[src/shared/ufc_pkg.sv]
// Constants and types of the UART flow-control block
package ufc_pkg;
	// Register offsets
	localparam logic [3:0] OFS_XON      = 4'h0;
	localparam logic [3:0] OFS_XOFF     = 4'h1;
	localparam logic [3:0] OFS_MASK     = 4'h2;
	localparam logic [3:0] OFS_FLOW     = 4'h3;
	localparam logic [3:0] OFS_MODEM    = 4'h4;
	localparam logic [3:0] OFS_DMA      = 4'h5;
	localparam logic [3:0] OFS_STAT     = 4'h6;
	localparam logic [3:0] OFS_LEVEL    = 4'h7;
	localparam logic [3:0] OFS_IRQ_STAT = 4'h8;
	localparam logic [3:0] OFS_IRQ_CLR  = 4'h9;
	localparam logic [3:0] OFS_IRQ_EN   = 4'hA;
	// Reset values
	localparam logic [7:0] XON_RST   = 8'h00;
	localparam logic [7:0] XOFF_RST  = 8'h00;
	localparam logic [2:0] MASK_RST  = 3'h0;
	localparam logic [2:0] FLOW_RST  = 3'h0;
	localparam logic [7:0] MODEM_RST = 8'h00;
	localparam logic [1:0] DMA_RST   = 2'h0;
	localparam logic [4:0] IRQ_RST   = 5'h00;
	// Field positions
	localparam int MASK_MODEM    = 0;
	localparam int MASK_LINE     = 1;
	localparam int MASK_FIFO     = 2;
	localparam int FLOW_AUTO_CTS = 0;
	localparam int FLOW_AUTO_RTS = 1;
	localparam int FLOW_SW       = 2;
	localparam int MODEM_SW_EN   = 5;
	localparam int MODEM_OFF_LO  = 6;
	localparam int MODEM_OFF_HI  = 7;
	localparam int DMA_EN        = 0;
	localparam int DMA_CONT      = 1;
	localparam int STAT_RTS      = 0;
	localparam int STAT_PAUSED   = 1;
	localparam int STAT_CTS      = 2;
	localparam int STAT_HALF     = 3;
	localparam int IRQ_MODEM     = 0;
	localparam int IRQ_LINE      = 1;
	localparam int IRQ_FIFO      = 2;
	localparam int IRQ_XON       = 3;
	localparam int IRQ_XOFF      = 4;
	localparam int IRQ_W         = 5;
	// Sizes and marks
	localparam int RX_DEPTH   = 32;
	localparam int HIGH_MARK  = 12;
	localparam int LOW_MARK   = 4;
	localparam int HALF_BYTES = 32;
	// Transmit sequencer
	typedef enum logic {
		tx_idle = 1'b0,
		tx_hold = 1'b1
	} ufc_tx_t;
endpackage : ufc_pkg

[src/shared/ufc_buf_if.sv]
// Link between flow control and the transmit ping-pong buffer
interface ufc_buf_if;
	logic       fill_valid;
	logic       fill_ready;
	logic [7:0] fill_data;
	logic       drain_valid;
	logic       drain_take;
	logic [7:0] drain_data;
	logic       dma_en;
	logic       continuous;
	logic       fill_half;
	modport store_side (
		input  fill_valid, fill_data, drain_take, dma_en, continuous,
		output fill_ready, drain_valid, drain_data, fill_half
	);
	modport ctl_side (
		output fill_valid, fill_data, drain_take, dma_en, continuous,
		input  fill_ready, drain_valid, drain_data, fill_half
	);
endinterface : ufc_buf_if

[src/logic/ufc_pingpong.sv]
// Transmit double buffer: buffer manager fills one half, DMA drains other
module ufc_pingpong #(
	parameter int HALF = ufc_pkg::HALF_BYTES
) (
	input logic               clk,
	input logic               reset,
	ufc_buf_if.store_side     bus
);
	localparam int HA = $clog2(HALF);

	logic [7:0]    mem [2*HALF];
	logic [HA:0]   fill_count;
	logic [HA:0]   next_fill_count;
	logic [HA:0]   drain_count;
	logic [HA-1:0] drain_ptr;
	logic          swapped;
	logic          swap;
	logic          fill_push;

	// Swap only with a full fill half and an empty drain half
	// Partial halves never swap: the filler must complete each half
	assign fill_push = bus.fill_valid && bus.fill_ready;
	assign swap = (fill_count == (HA+1)'(HALF)) && (drain_count == '0) && bus.dma_en
		&& (bus.continuous || !swapped);
	assign next_fill_count = swap ? '0 : fill_count + (HA+1)'(fill_push);

	// Both halves live in one array, selected by fill_half
	always_ff @(posedge clk) begin
		if (fill_push)
			mem[{bus.fill_half, fill_count[HA-1:0]}] <= bus.fill_data;
	end
	assign bus.drain_data  = mem[{!bus.fill_half, drain_ptr}];
	assign bus.drain_valid = drain_count != '0;

	// Fill side count and registered ready
	always_ff @(posedge clk) begin
		if (reset) begin
			fill_count     <= '0;
			bus.fill_ready <= 1'b1;
		end else begin
			fill_count     <= next_fill_count;
			bus.fill_ready <= next_fill_count != (HA+1)'(HALF);
		end
	end

	// Drain side and half ownership
	always_ff @(posedge clk) begin
		if (reset) begin
			bus.fill_half <= 1'b0;
			drain_count   <= '0;
			drain_ptr     <= '0;
		end else if (swap) begin
			bus.fill_half <= !bus.fill_half;
			drain_count   <= (HA+1)'(HALF);
			drain_ptr     <= '0;
		end else if (bus.drain_take) begin
			drain_count   <= drain_count - (HA+1)'(1);
			drain_ptr     <= drain_ptr + HA'(1);
		end
	end

	// Without continuous mode only one swap per DMA enable
	always_ff @(posedge clk) begin
		if (reset || !bus.dma_en)
			swapped <= 1'b0;
		else if (swap)
			swapped <= 1'b1;
	end
endmodule : ufc_pingpong

[src/logic/ufc_top.sv]
// UART channel flow control: xon/xoff, auto RTS/CTS, receive FIFO, registers
//
// Strobed register access and the register offsets were chosen for this implementation.

module ufc_top #(
	parameter int RX_DEPTH = ufc_pkg::RX_DEPTH,
	parameter int HALF     = ufc_pkg::HALF_BYTES
) (
	input  logic       clk,
	input  logic       reset,
	input  logic [3:0] reg_addr,
	input  logic [7:0] reg_wdata,
	input  logic       reg_wr,
	input  logic       reg_rd,
	output logic [7:0] reg_rdata,
	input  logic       rx_valid,
	input  logic [7:0] rx_data,
	input  logic       rx_dma_ready,
	output logic       rx_dma_valid,
	output logic [7:0] rx_dma_data,
	input  logic       bm_valid,
	input  logic [7:0] bm_data,
	output logic       bm_ready,
	input  logic       thr_ready,
	output logic       thr_load,
	output logic [7:0] thr_data,
	input  logic       cts_n,
	output logic       rts,
	input  logic       modem_event,
	input  logic       line_event,
	output logic       irq
);
	localparam int RXA = $clog2(RX_DEPTH);
	localparam int IW  = ufc_pkg::IRQ_W;

	logic [7:0]     xon_char;
	logic [7:0]     xoff_char;
	logic [2:0]     uart_irq_mask;
	logic [2:0]     flow_ctrl_reg;
	logic [7:0]     modem_control_reg;
	logic [1:0]     dma_channel_def_reg;
	logic [IW-1:0]  irq_status;
	logic [IW-1:0]  irq_enable;
	logic [IW-1:0]  irq_set;
	logic [IW-1:0]  irq_clr;
	logic [7:0]     stat_word;
	logic           cts_meta;
	logic           cts_sync;
	logic [7:0]     rx_mem [RX_DEPTH];
	logic [RXA-1:0] rx_wp;
	logic [RXA-1:0] rx_rp;
	logic [RXA:0]   rx_level;
	logic [RXA:0]   next_rx_level;
	logic           rx_push;
	logic           rx_pop;
	logic           rx_halt;
	logic           next_rx_halt;
	logic           sw_fc;
	logic           cts_block;
	logic           tx_paused;
	logic           xon_hit;
	logic           xoff_hit;
	logic           xon_pend;
	logic           xoff_pend;
	logic           tx_free;
	logic           send_xon;
	logic           send_xoff;
	logic           dma_go;
	logic           thr_ready_d;
	ufc_pkg::ufc_tx_t tx_state;

	ufc_buf_if bus ();

	ufc_pingpong #(
		.HALF (HALF)
	) u_buf (
		.clk   (clk),
		.reset (reset),
		.bus   (bus)
	);

	// Buffer manager fill path and DMA controls
	assign bus.fill_valid = bm_valid;
	assign bus.fill_data  = bm_data;
	assign bus.dma_en     = dma_channel_def_reg[ufc_pkg::DMA_EN];
	assign bus.continuous = dma_channel_def_reg[ufc_pkg::DMA_CONT];
	assign bm_ready       = bus.fill_ready;

	// Register writes; unmapped offsets are ignored
	always_ff @(posedge clk) begin
		if (reset) begin
			xon_char            <= ufc_pkg::XON_RST;
			xoff_char           <= ufc_pkg::XOFF_RST;
			uart_irq_mask       <= ufc_pkg::MASK_RST;
			flow_ctrl_reg       <= ufc_pkg::FLOW_RST;
			modem_control_reg   <= ufc_pkg::MODEM_RST;
			dma_channel_def_reg <= ufc_pkg::DMA_RST;
			irq_enable          <= ufc_pkg::IRQ_RST;
		end else if (reg_wr) begin
			case (reg_addr)
				ufc_pkg::OFS_XON:    xon_char            <= reg_wdata;
				ufc_pkg::OFS_XOFF:   xoff_char           <= reg_wdata;
				ufc_pkg::OFS_MASK:   uart_irq_mask       <= reg_wdata[2:0];
				ufc_pkg::OFS_FLOW:   flow_ctrl_reg       <= reg_wdata[2:0];
				ufc_pkg::OFS_MODEM:  modem_control_reg   <= reg_wdata;
				ufc_pkg::OFS_DMA:    dma_channel_def_reg <= reg_wdata[1:0];
				ufc_pkg::OFS_IRQ_EN: irq_enable          <= reg_wdata[IW-1:0];
				default: ;
			endcase
		end
	end

	// Status word seen by software
	always_comb begin
		stat_word = 8'h00;
		stat_word[ufc_pkg::STAT_RTS]    = rts;
		stat_word[ufc_pkg::STAT_PAUSED] = tx_paused;
		stat_word[ufc_pkg::STAT_CTS]    = cts_sync;
		stat_word[ufc_pkg::STAT_HALF]   = bus.fill_half;
	end

	// Read data stands one cycle after the strobe, zero otherwise
	always_ff @(posedge clk) begin
		if (reset || !reg_rd) begin
			reg_rdata <= 8'h00;
		end else begin
			case (reg_addr)
				ufc_pkg::OFS_XON:      reg_rdata <= xon_char;
				ufc_pkg::OFS_XOFF:     reg_rdata <= xoff_char;
				ufc_pkg::OFS_MASK:     reg_rdata <= {5'h00, uart_irq_mask};
				ufc_pkg::OFS_FLOW:     reg_rdata <= {5'h00, flow_ctrl_reg};
				ufc_pkg::OFS_MODEM:    reg_rdata <= modem_control_reg;
				ufc_pkg::OFS_DMA:      reg_rdata <= {6'h00, dma_channel_def_reg};
				ufc_pkg::OFS_STAT:     reg_rdata <= stat_word;
				ufc_pkg::OFS_LEVEL:    reg_rdata <= 8'(rx_level);
				ufc_pkg::OFS_IRQ_STAT: reg_rdata <= {3'h0, irq_status};
				ufc_pkg::OFS_IRQ_EN:   reg_rdata <= {3'h0, irq_enable};
				default:               reg_rdata <= 8'h00;
			endcase
		end
	end

	// CTS pin crosses in through two flops
	always_ff @(posedge clk) begin
		if (reset) begin
			cts_meta <= 1'b0;
			cts_sync <= 1'b0;
		end else begin
			cts_meta <= cts_n;
			cts_sync <= cts_meta;
		end
	end

	// Mode decode; both top modem bits must be clear for character flow
	assign sw_fc = flow_ctrl_reg[ufc_pkg::FLOW_SW]
		&& modem_control_reg[ufc_pkg::MODEM_SW_EN]
		&& !modem_control_reg[ufc_pkg::MODEM_OFF_HI]
		&& !modem_control_reg[ufc_pkg::MODEM_OFF_LO];
	assign cts_block = flow_ctrl_reg[ufc_pkg::FLOW_AUTO_CTS] && cts_sync;

	// Receive FIFO; a byte arriving while full is dropped
	assign rx_push = rx_valid && (rx_level != (RXA+1)'(RX_DEPTH));
	assign rx_pop  = (rx_level != '0) && (!rx_dma_valid || rx_dma_ready);
	assign next_rx_level = rx_level + (RXA+1)'(rx_push) - (RXA+1)'(rx_pop);

	always_ff @(posedge clk) begin
		if (rx_push)
			rx_mem[rx_wp] <= rx_data;
	end

	always_ff @(posedge clk) begin
		if (reset) begin
			rx_wp    <= '0;
			rx_rp    <= '0;
			rx_level <= '0;
		end else begin
			rx_wp    <= rx_wp + RXA'(rx_push);
			rx_rp    <= rx_rp + RXA'(rx_pop);
			rx_level <= next_rx_level;
		end
	end

	// Output stage toward the DMA, registered so the port is a flop
	always_ff @(posedge clk) begin
		if (reset) begin
			rx_dma_valid <= 1'b0;
			rx_dma_data  <= 8'h00;
		end else if (rx_pop) begin
			rx_dma_valid <= 1'b1;
			rx_dma_data  <= rx_mem[rx_rp];
		end else if (rx_dma_ready) begin
			rx_dma_valid <= 1'b0;
		end
	end

	// Hysteresis between the two marks; next level so RTS is not late
	always_comb begin
		next_rx_halt = rx_halt;
		if (next_rx_level >= (RXA+1)'(ufc_pkg::HIGH_MARK))
			next_rx_halt = 1'b1;
		else if (next_rx_level <= (RXA+1)'(ufc_pkg::LOW_MARK))
			next_rx_halt = 1'b0;
	end

	always_ff @(posedge clk) begin
		if (reset) begin
			rx_halt <= 1'b0;
			rts     <= 1'b0;
		end else begin
			rx_halt <= next_rx_halt;
			rts     <= flow_ctrl_reg[ufc_pkg::FLOW_AUTO_RTS] && next_rx_halt;
		end
	end

	// Character compare on every received byte
	assign xon_hit  = rx_valid && (rx_data == xon_char);
	assign xoff_hit = rx_valid && (rx_data == xoff_char);

	// Transmit pause; xoff wins when both characters are equal
	always_ff @(posedge clk) begin
		if (reset || !sw_fc)
			tx_paused <= 1'b0;
		else if (xoff_hit)
			tx_paused <= 1'b1;
		else if (xon_hit)
			tx_paused <= 1'b0;
	end

	// Flow character due flags: one per mark crossing
	always_ff @(posedge clk) begin
		if (reset || !sw_fc) begin
			xoff_pend <= 1'b0;
			xon_pend  <= 1'b0;
		end else if (!rx_halt && next_rx_halt) begin
			xoff_pend <= 1'b1;
			xon_pend  <= 1'b0;
		end else if (rx_halt && !next_rx_halt) begin
			xon_pend  <= 1'b1;
			xoff_pend <= 1'b0;
		end else begin
			if (send_xoff)
				xoff_pend <= 1'b0;
			if (send_xon)
				xon_pend <= 1'b0;
		end
	end

	// Next character choice: flow characters ahead of buffered data
	assign tx_free   = (tx_state == ufc_pkg::tx_idle) && thr_ready;
	assign send_xoff = tx_free && xoff_pend;
	assign send_xon  = tx_free && !xoff_pend && xon_pend;
	assign dma_go    = bus.dma_en && !tx_paused && !cts_block;
	assign bus.drain_take = tx_free && !xoff_pend && !xon_pend && dma_go
		&& bus.drain_valid;

	// Load sequencer; hold state gives the holding register a cycle
	// to drop its ready, so one empty slot is never loaded twice
	always_ff @(posedge clk) begin
		if (reset) begin
			tx_state <= ufc_pkg::tx_idle;
			thr_load <= 1'b0;
			thr_data <= 8'h00;
		end else begin
			thr_load <= 1'b0;
			case (tx_state)
				ufc_pkg::tx_idle: begin
					if (send_xoff || send_xon || bus.drain_take) begin
						tx_state <= ufc_pkg::tx_hold;
						thr_load <= 1'b1;
						if (send_xoff)
							thr_data <= xoff_char;
						else if (send_xon)
							thr_data <= xon_char;
						else
							thr_data <= bus.drain_data;
					end
				end
				ufc_pkg::tx_hold: tx_state <= ufc_pkg::tx_idle;
				default:          tx_state <= ufc_pkg::tx_idle;
			endcase
		end
	end

	// Interrupt sources; mask bits gate the UART sources at the set
	always_comb begin
		irq_set = '0;
		irq_set[ufc_pkg::IRQ_MODEM] = modem_event && uart_irq_mask[ufc_pkg::MASK_MODEM];
		irq_set[ufc_pkg::IRQ_LINE]  = line_event && uart_irq_mask[ufc_pkg::MASK_LINE];
		irq_set[ufc_pkg::IRQ_FIFO]  = uart_irq_mask[ufc_pkg::MASK_FIFO]
			&& ((rx_push && next_rx_level == (RXA+1)'(RX_DEPTH))
			|| (thr_ready && !thr_ready_d));
		irq_set[ufc_pkg::IRQ_XON]   = xon_hit;
		irq_set[ufc_pkg::IRQ_XOFF]  = xoff_hit;
	end
	assign irq_clr = (reg_wr && reg_addr == ufc_pkg::OFS_IRQ_CLR) ? reg_wdata[IW-1:0] : '0;

	// Sticky status: a new event beats a clear in the same cycle
	always_ff @(posedge clk) begin
		if (reset) begin
			irq_status  <= ufc_pkg::IRQ_RST;
			irq         <= 1'b0;
			thr_ready_d <= 1'b0;
		end else begin
			irq_status  <= (irq_status & ~irq_clr) | irq_set;
			irq         <= |(irq_status & irq_enable);
			thr_ready_d <= thr_ready;
		end
	end
endmodule : ufc_top

[config.mk]
export PLATFORM = sky130hd
export DESIGN_NAME = ufc_top
export DESIGN_NICKNAME = d
export VERILOG_FILES = /design/src/shared/ufc_pkg.sv /design/src/shared/ufc_buf_if.sv /design/src/logic/ufc_pingpong.sv /design/src/logic/ufc_top.sv
export SDC_FILE = /design/constraint.sdc
export NUM_CORES = 1
export LEC_CHECK = 0
export BUFFER_PORTS_ARGS = -buffer_cell sky130_fd_sc_hd__buf_2
export CAP_MARGIN = 15
export CELL_PAD_IN_SITES_DETAIL_PLACEMENT = 0
export CELL_PAD_IN_SITES_GLOBAL_PLACEMENT = 1
export CORE_MARGIN = 3
export CORE_UTILIZATION = 51
export CTS_BUF_LIST = sky130_fd_sc_hd__clkbuf_8
export CTS_CLUSTER_SIZE = 40
export DETAILED_ROUTE_END_ITERATION = 10
export PLACE_DENSITY_LB_ADDON = 0.05
export SLEW_MARGIN = 5
export SYNTH_ARGS = -nofsm -noshare
export SYNTH_HDL_FRONTEND = slang
export SYNTH_SLANG_ARGS = --single-unit
[constraint.sdc]
create_clock -name clk -period 3.2 [get_ports clk]
set_input_delay 0.16 -clock clk [delete_from_list [all_inputs] [get_ports clk]]
set_output_delay 0.16 -clock clk [all_outputs]
set_load 0.1 [all_outputs]
==> impl_results.md <==
- Run status: finished, final reports clean
- Fillers: 5107
- Area contributors post-synth: edfxtp_1 (66%), mux4_2 (11%), dfxtp_1 (6.4%), mux2i_1 (4.2%), nor2_1 (2.2%)
- Iteration-0 DRC Markers: 1502
- Synth warn: 0
- DP HPWL: 56000 µm
- # clock sinks: 881
- Initial Util: 0.519
- Worst Setup End Kind: register
- Total power: 25100 µW
- HP Class: in2reg
- Met3 Routed Length: 4500 µm
- Post-synth top area share: 0.657
- Hold Startpoint: rx_data[6]
- Max reg flops: 512
- Worst R2R Setup Slack: 200 ps
- Pins Over Slew Limit: 0
- Setup violators final: 0
- Layout cell share with drive strength beyond 1: 0.249
- Total gr overflow: 0
- Mapped Avg Cell Area: 17.6 µm²
- Area of the multi-input gates: 9220 µm²
- Final hold violations: 0
- Final core occ: 0.595
- I/O pin total: 68
- Via count: 18.9k
- Final Wtd Congestion: 0.845
- Post-synth EDFFs: 768
- Tcrit/Tclk final: 0.936
- Vias in the first global route: 19.5k
- DRC: 0
- Startpoint Class: register
- Fin crit period: 3000 ps
- CTS tree: done
- RR Endpoint: xoff_pend
- Post-synthesis mux area share: 0.154
- Worst Skew: 35.0 ps
- Total number of H-tree levels: 4
- Worst Path Required: 3900 ps
- Main combinational cell family by area after synthesis: multiplexers
- Post-Syn Instances: 1993
- Setup TNS: 0 ps
- Vias/cell: 5.81
- Unique masters post-synth: 67
- Relative slew slack: 0.208
- TritonCTS Buffers: 147
- Worst-case reg-to-reg path depth: 13
- Leakage: 0.0133 µW
- Power Density: 623 nW/µm²
- #FFs+latches synth: 881
- ANT nets after route: 0
- WL met1: 35200 µm
- Simple-gate share of the synthesized area: 0.0561
- Syn nets: 2048
- CP Data Arrival Time: 3690 ps
- Final net count: 2334
- XOR/XNOR share of the synthesized area: 0.0102
- Die Y: 268 µm
- FF-to-FF Start: rx_level[2]
- Top sig layer: met4
- Slew @ Worst Pin: 1190 ps
- WS Path Type: reg2reg
- Global-route wire length before repair: 126000 µm
- Worst Path Max Fanout: 7
- Tot GR Track Use: 0.242
- RSZ-0062 raised after global routing: false
- Synth Flop Type: edfxtp_1
- Initial antenna violation count: 1
- Largest net degree at the start of global routing: 67
- Routed wire length: 85100 µm
- Worst VDD drop: 0.670 mV
- Register area share after synthesis: 0.722
- Core Box Area: 67600 µm²
- P&R area growth vs syn: 14.7%
- Die area: 72000 µm²
- Worst Hold End: rx_mem[3][6]
- Top cell type by total area after synthesis: edfxtp_1
- Met2 Wirelength: 43200 µm
- Post-synthesis adder-cell area fraction: 0.00621
- Clock transition at path regs: 60 ps
- Initial DRT Pass Iterations: 8
- Deepest clock path buffer count: 3
- Max-Cap Viols: 0
- Async SR Flop Fraction: 0
- Fmax: 334 MHz
- Worst skew pair latency: 790 ps
- Synth Area in Compound Gates: 0.0359
- FP Rows: 95
- WL per Instance: 26.1 µm
- PortBufs: 67
- Register Area: 25300 µm²
- Die width: 268 µm
- Root buf cell: clkbuf_8
- Synthesized area: 35100 µm²
- Min-Delay Path Depth: 2
-- Yosys cell counts, types with 14 or more instances --
| cell type | number |
|---|---|
| buf_2 | 28 |
| nor2b_1 | 30 |
| nand3b_1 | 17 |
| ha_1 | 15 |
| o22ai_1 | 34 |
| clkbuf_1 | 61 |
| a22oi_1 | 19 |
| buf_1 | 15 |
| nor2_1 | 209 |
| nand2_1 | 52 |
| mux2i_1 | 146 |
| xor2_1 | 27 |
| nand3_1 | 29 |
| a211oi_1 | 28 |
| nor3_1 | 17 |
| edfxtp_1 | 768 |
| mux4_2 | 173 |
| a21oi_1 | 39 |
| dfxtp_1 | 113 |
| inv_1 | 18 |
| o21ai_0 | 15 |
| xnor2_1 | 14 |
-- area by class of cell --
cell class / count / share of cell area
sequential: 881 / 0.630
multi-input combinational: 982 / 0.229
clock buffer: 155 / 0.0530
timing repair buffer: 249 / 0.0471
tap: 873 / 0.0271
clock inverter: 98 / 0.0124
inverter: 18 / 0.00168
antenna: 2 / 0.000124
-- report_power, final --
group | internal [µW] | switching, µW | total, µW | leakage, µW
Combinational | 1360 | 1900 | 3260 | 0.00391
Sequential | 12700 | 177 | 12900 | 0.00783
Clock | 4580 | 4390 | 8970 | 0.00152
Total | 18600 | 6470 | 25100 | 0.0133
-- worst max-delay path by stage --
stage | startpoint | endpoint | slack [ps] | depth (start not counted)
after detailed placement | rx_level[3] | rts | 180 | 14
final | rx_level[2] | xoff_pend | 200 | 13
after global placement | rx_level[2] | xoff_pend | 270 | 13
after global routing | rx_level[3] | xoff_pend | 10 | 13
after floorplan | rx_level[2] | xoff_pend | 140 | 14
after CTS | rx_level[3] | xoff_pend | 150 | 13
-- critical path: stages, from the launching register on --
cell and delay, ps:
dfxtp_1 350, inv_1 70, ha_1 190, nor3b_2 160, a21boi_1 240, buf_4 210, nand2b_1 160, ha_1 240
a21o_1 190, a21oi_1 210, xnor2_1 140, o2111a_1 320, maj3_1 340, nor2_1 100
-- stage by stage --
stage / setup WS, ps / cells / area [µm²] / hold WS, ps
2_1_floorplan: 136 / 1993 / 35100 / 259
3_3_place_gp: 271 / 2966 / 37200 / 402
3_5_place_dp: 179 / 2966 / 37200 / 394
4_1_cts: 152 / 3256 / 40200 / 13.1
5_1_grt: 12.4 / 3258 / 40300 / 33.6
6_report: 204 / 3258 / 40300 / 81.5
-- cell usage in the layout, fill, tap and decap left out, types with 8 or more instances in the layout --
cell type	instances
a211oi_1	28
a21oi_1	39
a22oi_1	19
buf_12	8
buf_2	67
buf_4	137
clkbuf_8	155
clkinv_1	23
clkinv_2	13
dfxtp_1	107
dlygate4sd3_1	37
edfxtp_1	768
ha_1	15
inv_1	64
mux2i_1	146
mux4_2	173
nand2_1	52
nand3_1	29
nand3b_1	17
nand4_1	9
nor2_1	209
nor2b_1	29
nor3_1	17
o211ai_1	10
o21ai_0	15
o21ai_1	8
o22ai_1	34
xnor2_1	13
xor2_1	26
-- cells by family after synthesis --
family                     Yosys count
muxes                              322
xor gates and xnor gates            41
adders and majority gates           17
and+or+nand+nor                    415
buffers and inverters              130
DFF                                881
AOI/OAI and AO/OA                  187
-- repair_timing --
| action | 4_1_cts | 5_1_grt |
|---|---|---|
| buffers inserted | 0 | 0 |
| hold endpoints to repair | 251 | 0 |
| resized for setup | 0 | 4 |
| hold buffers | 37 | 0 |
| setup endpoints to repair | 0 | 3 |
-- routing by layer --
layer / up-vias / global-route usage
li1: 8499 / -
met1: 9788 / 0.318
met2: 521 / 0.409
met3: 132 / 0.0472
met4: 0 / 0.0845
met5: - / 0
No activity file was read; power rests on OpenSTA's default activity.
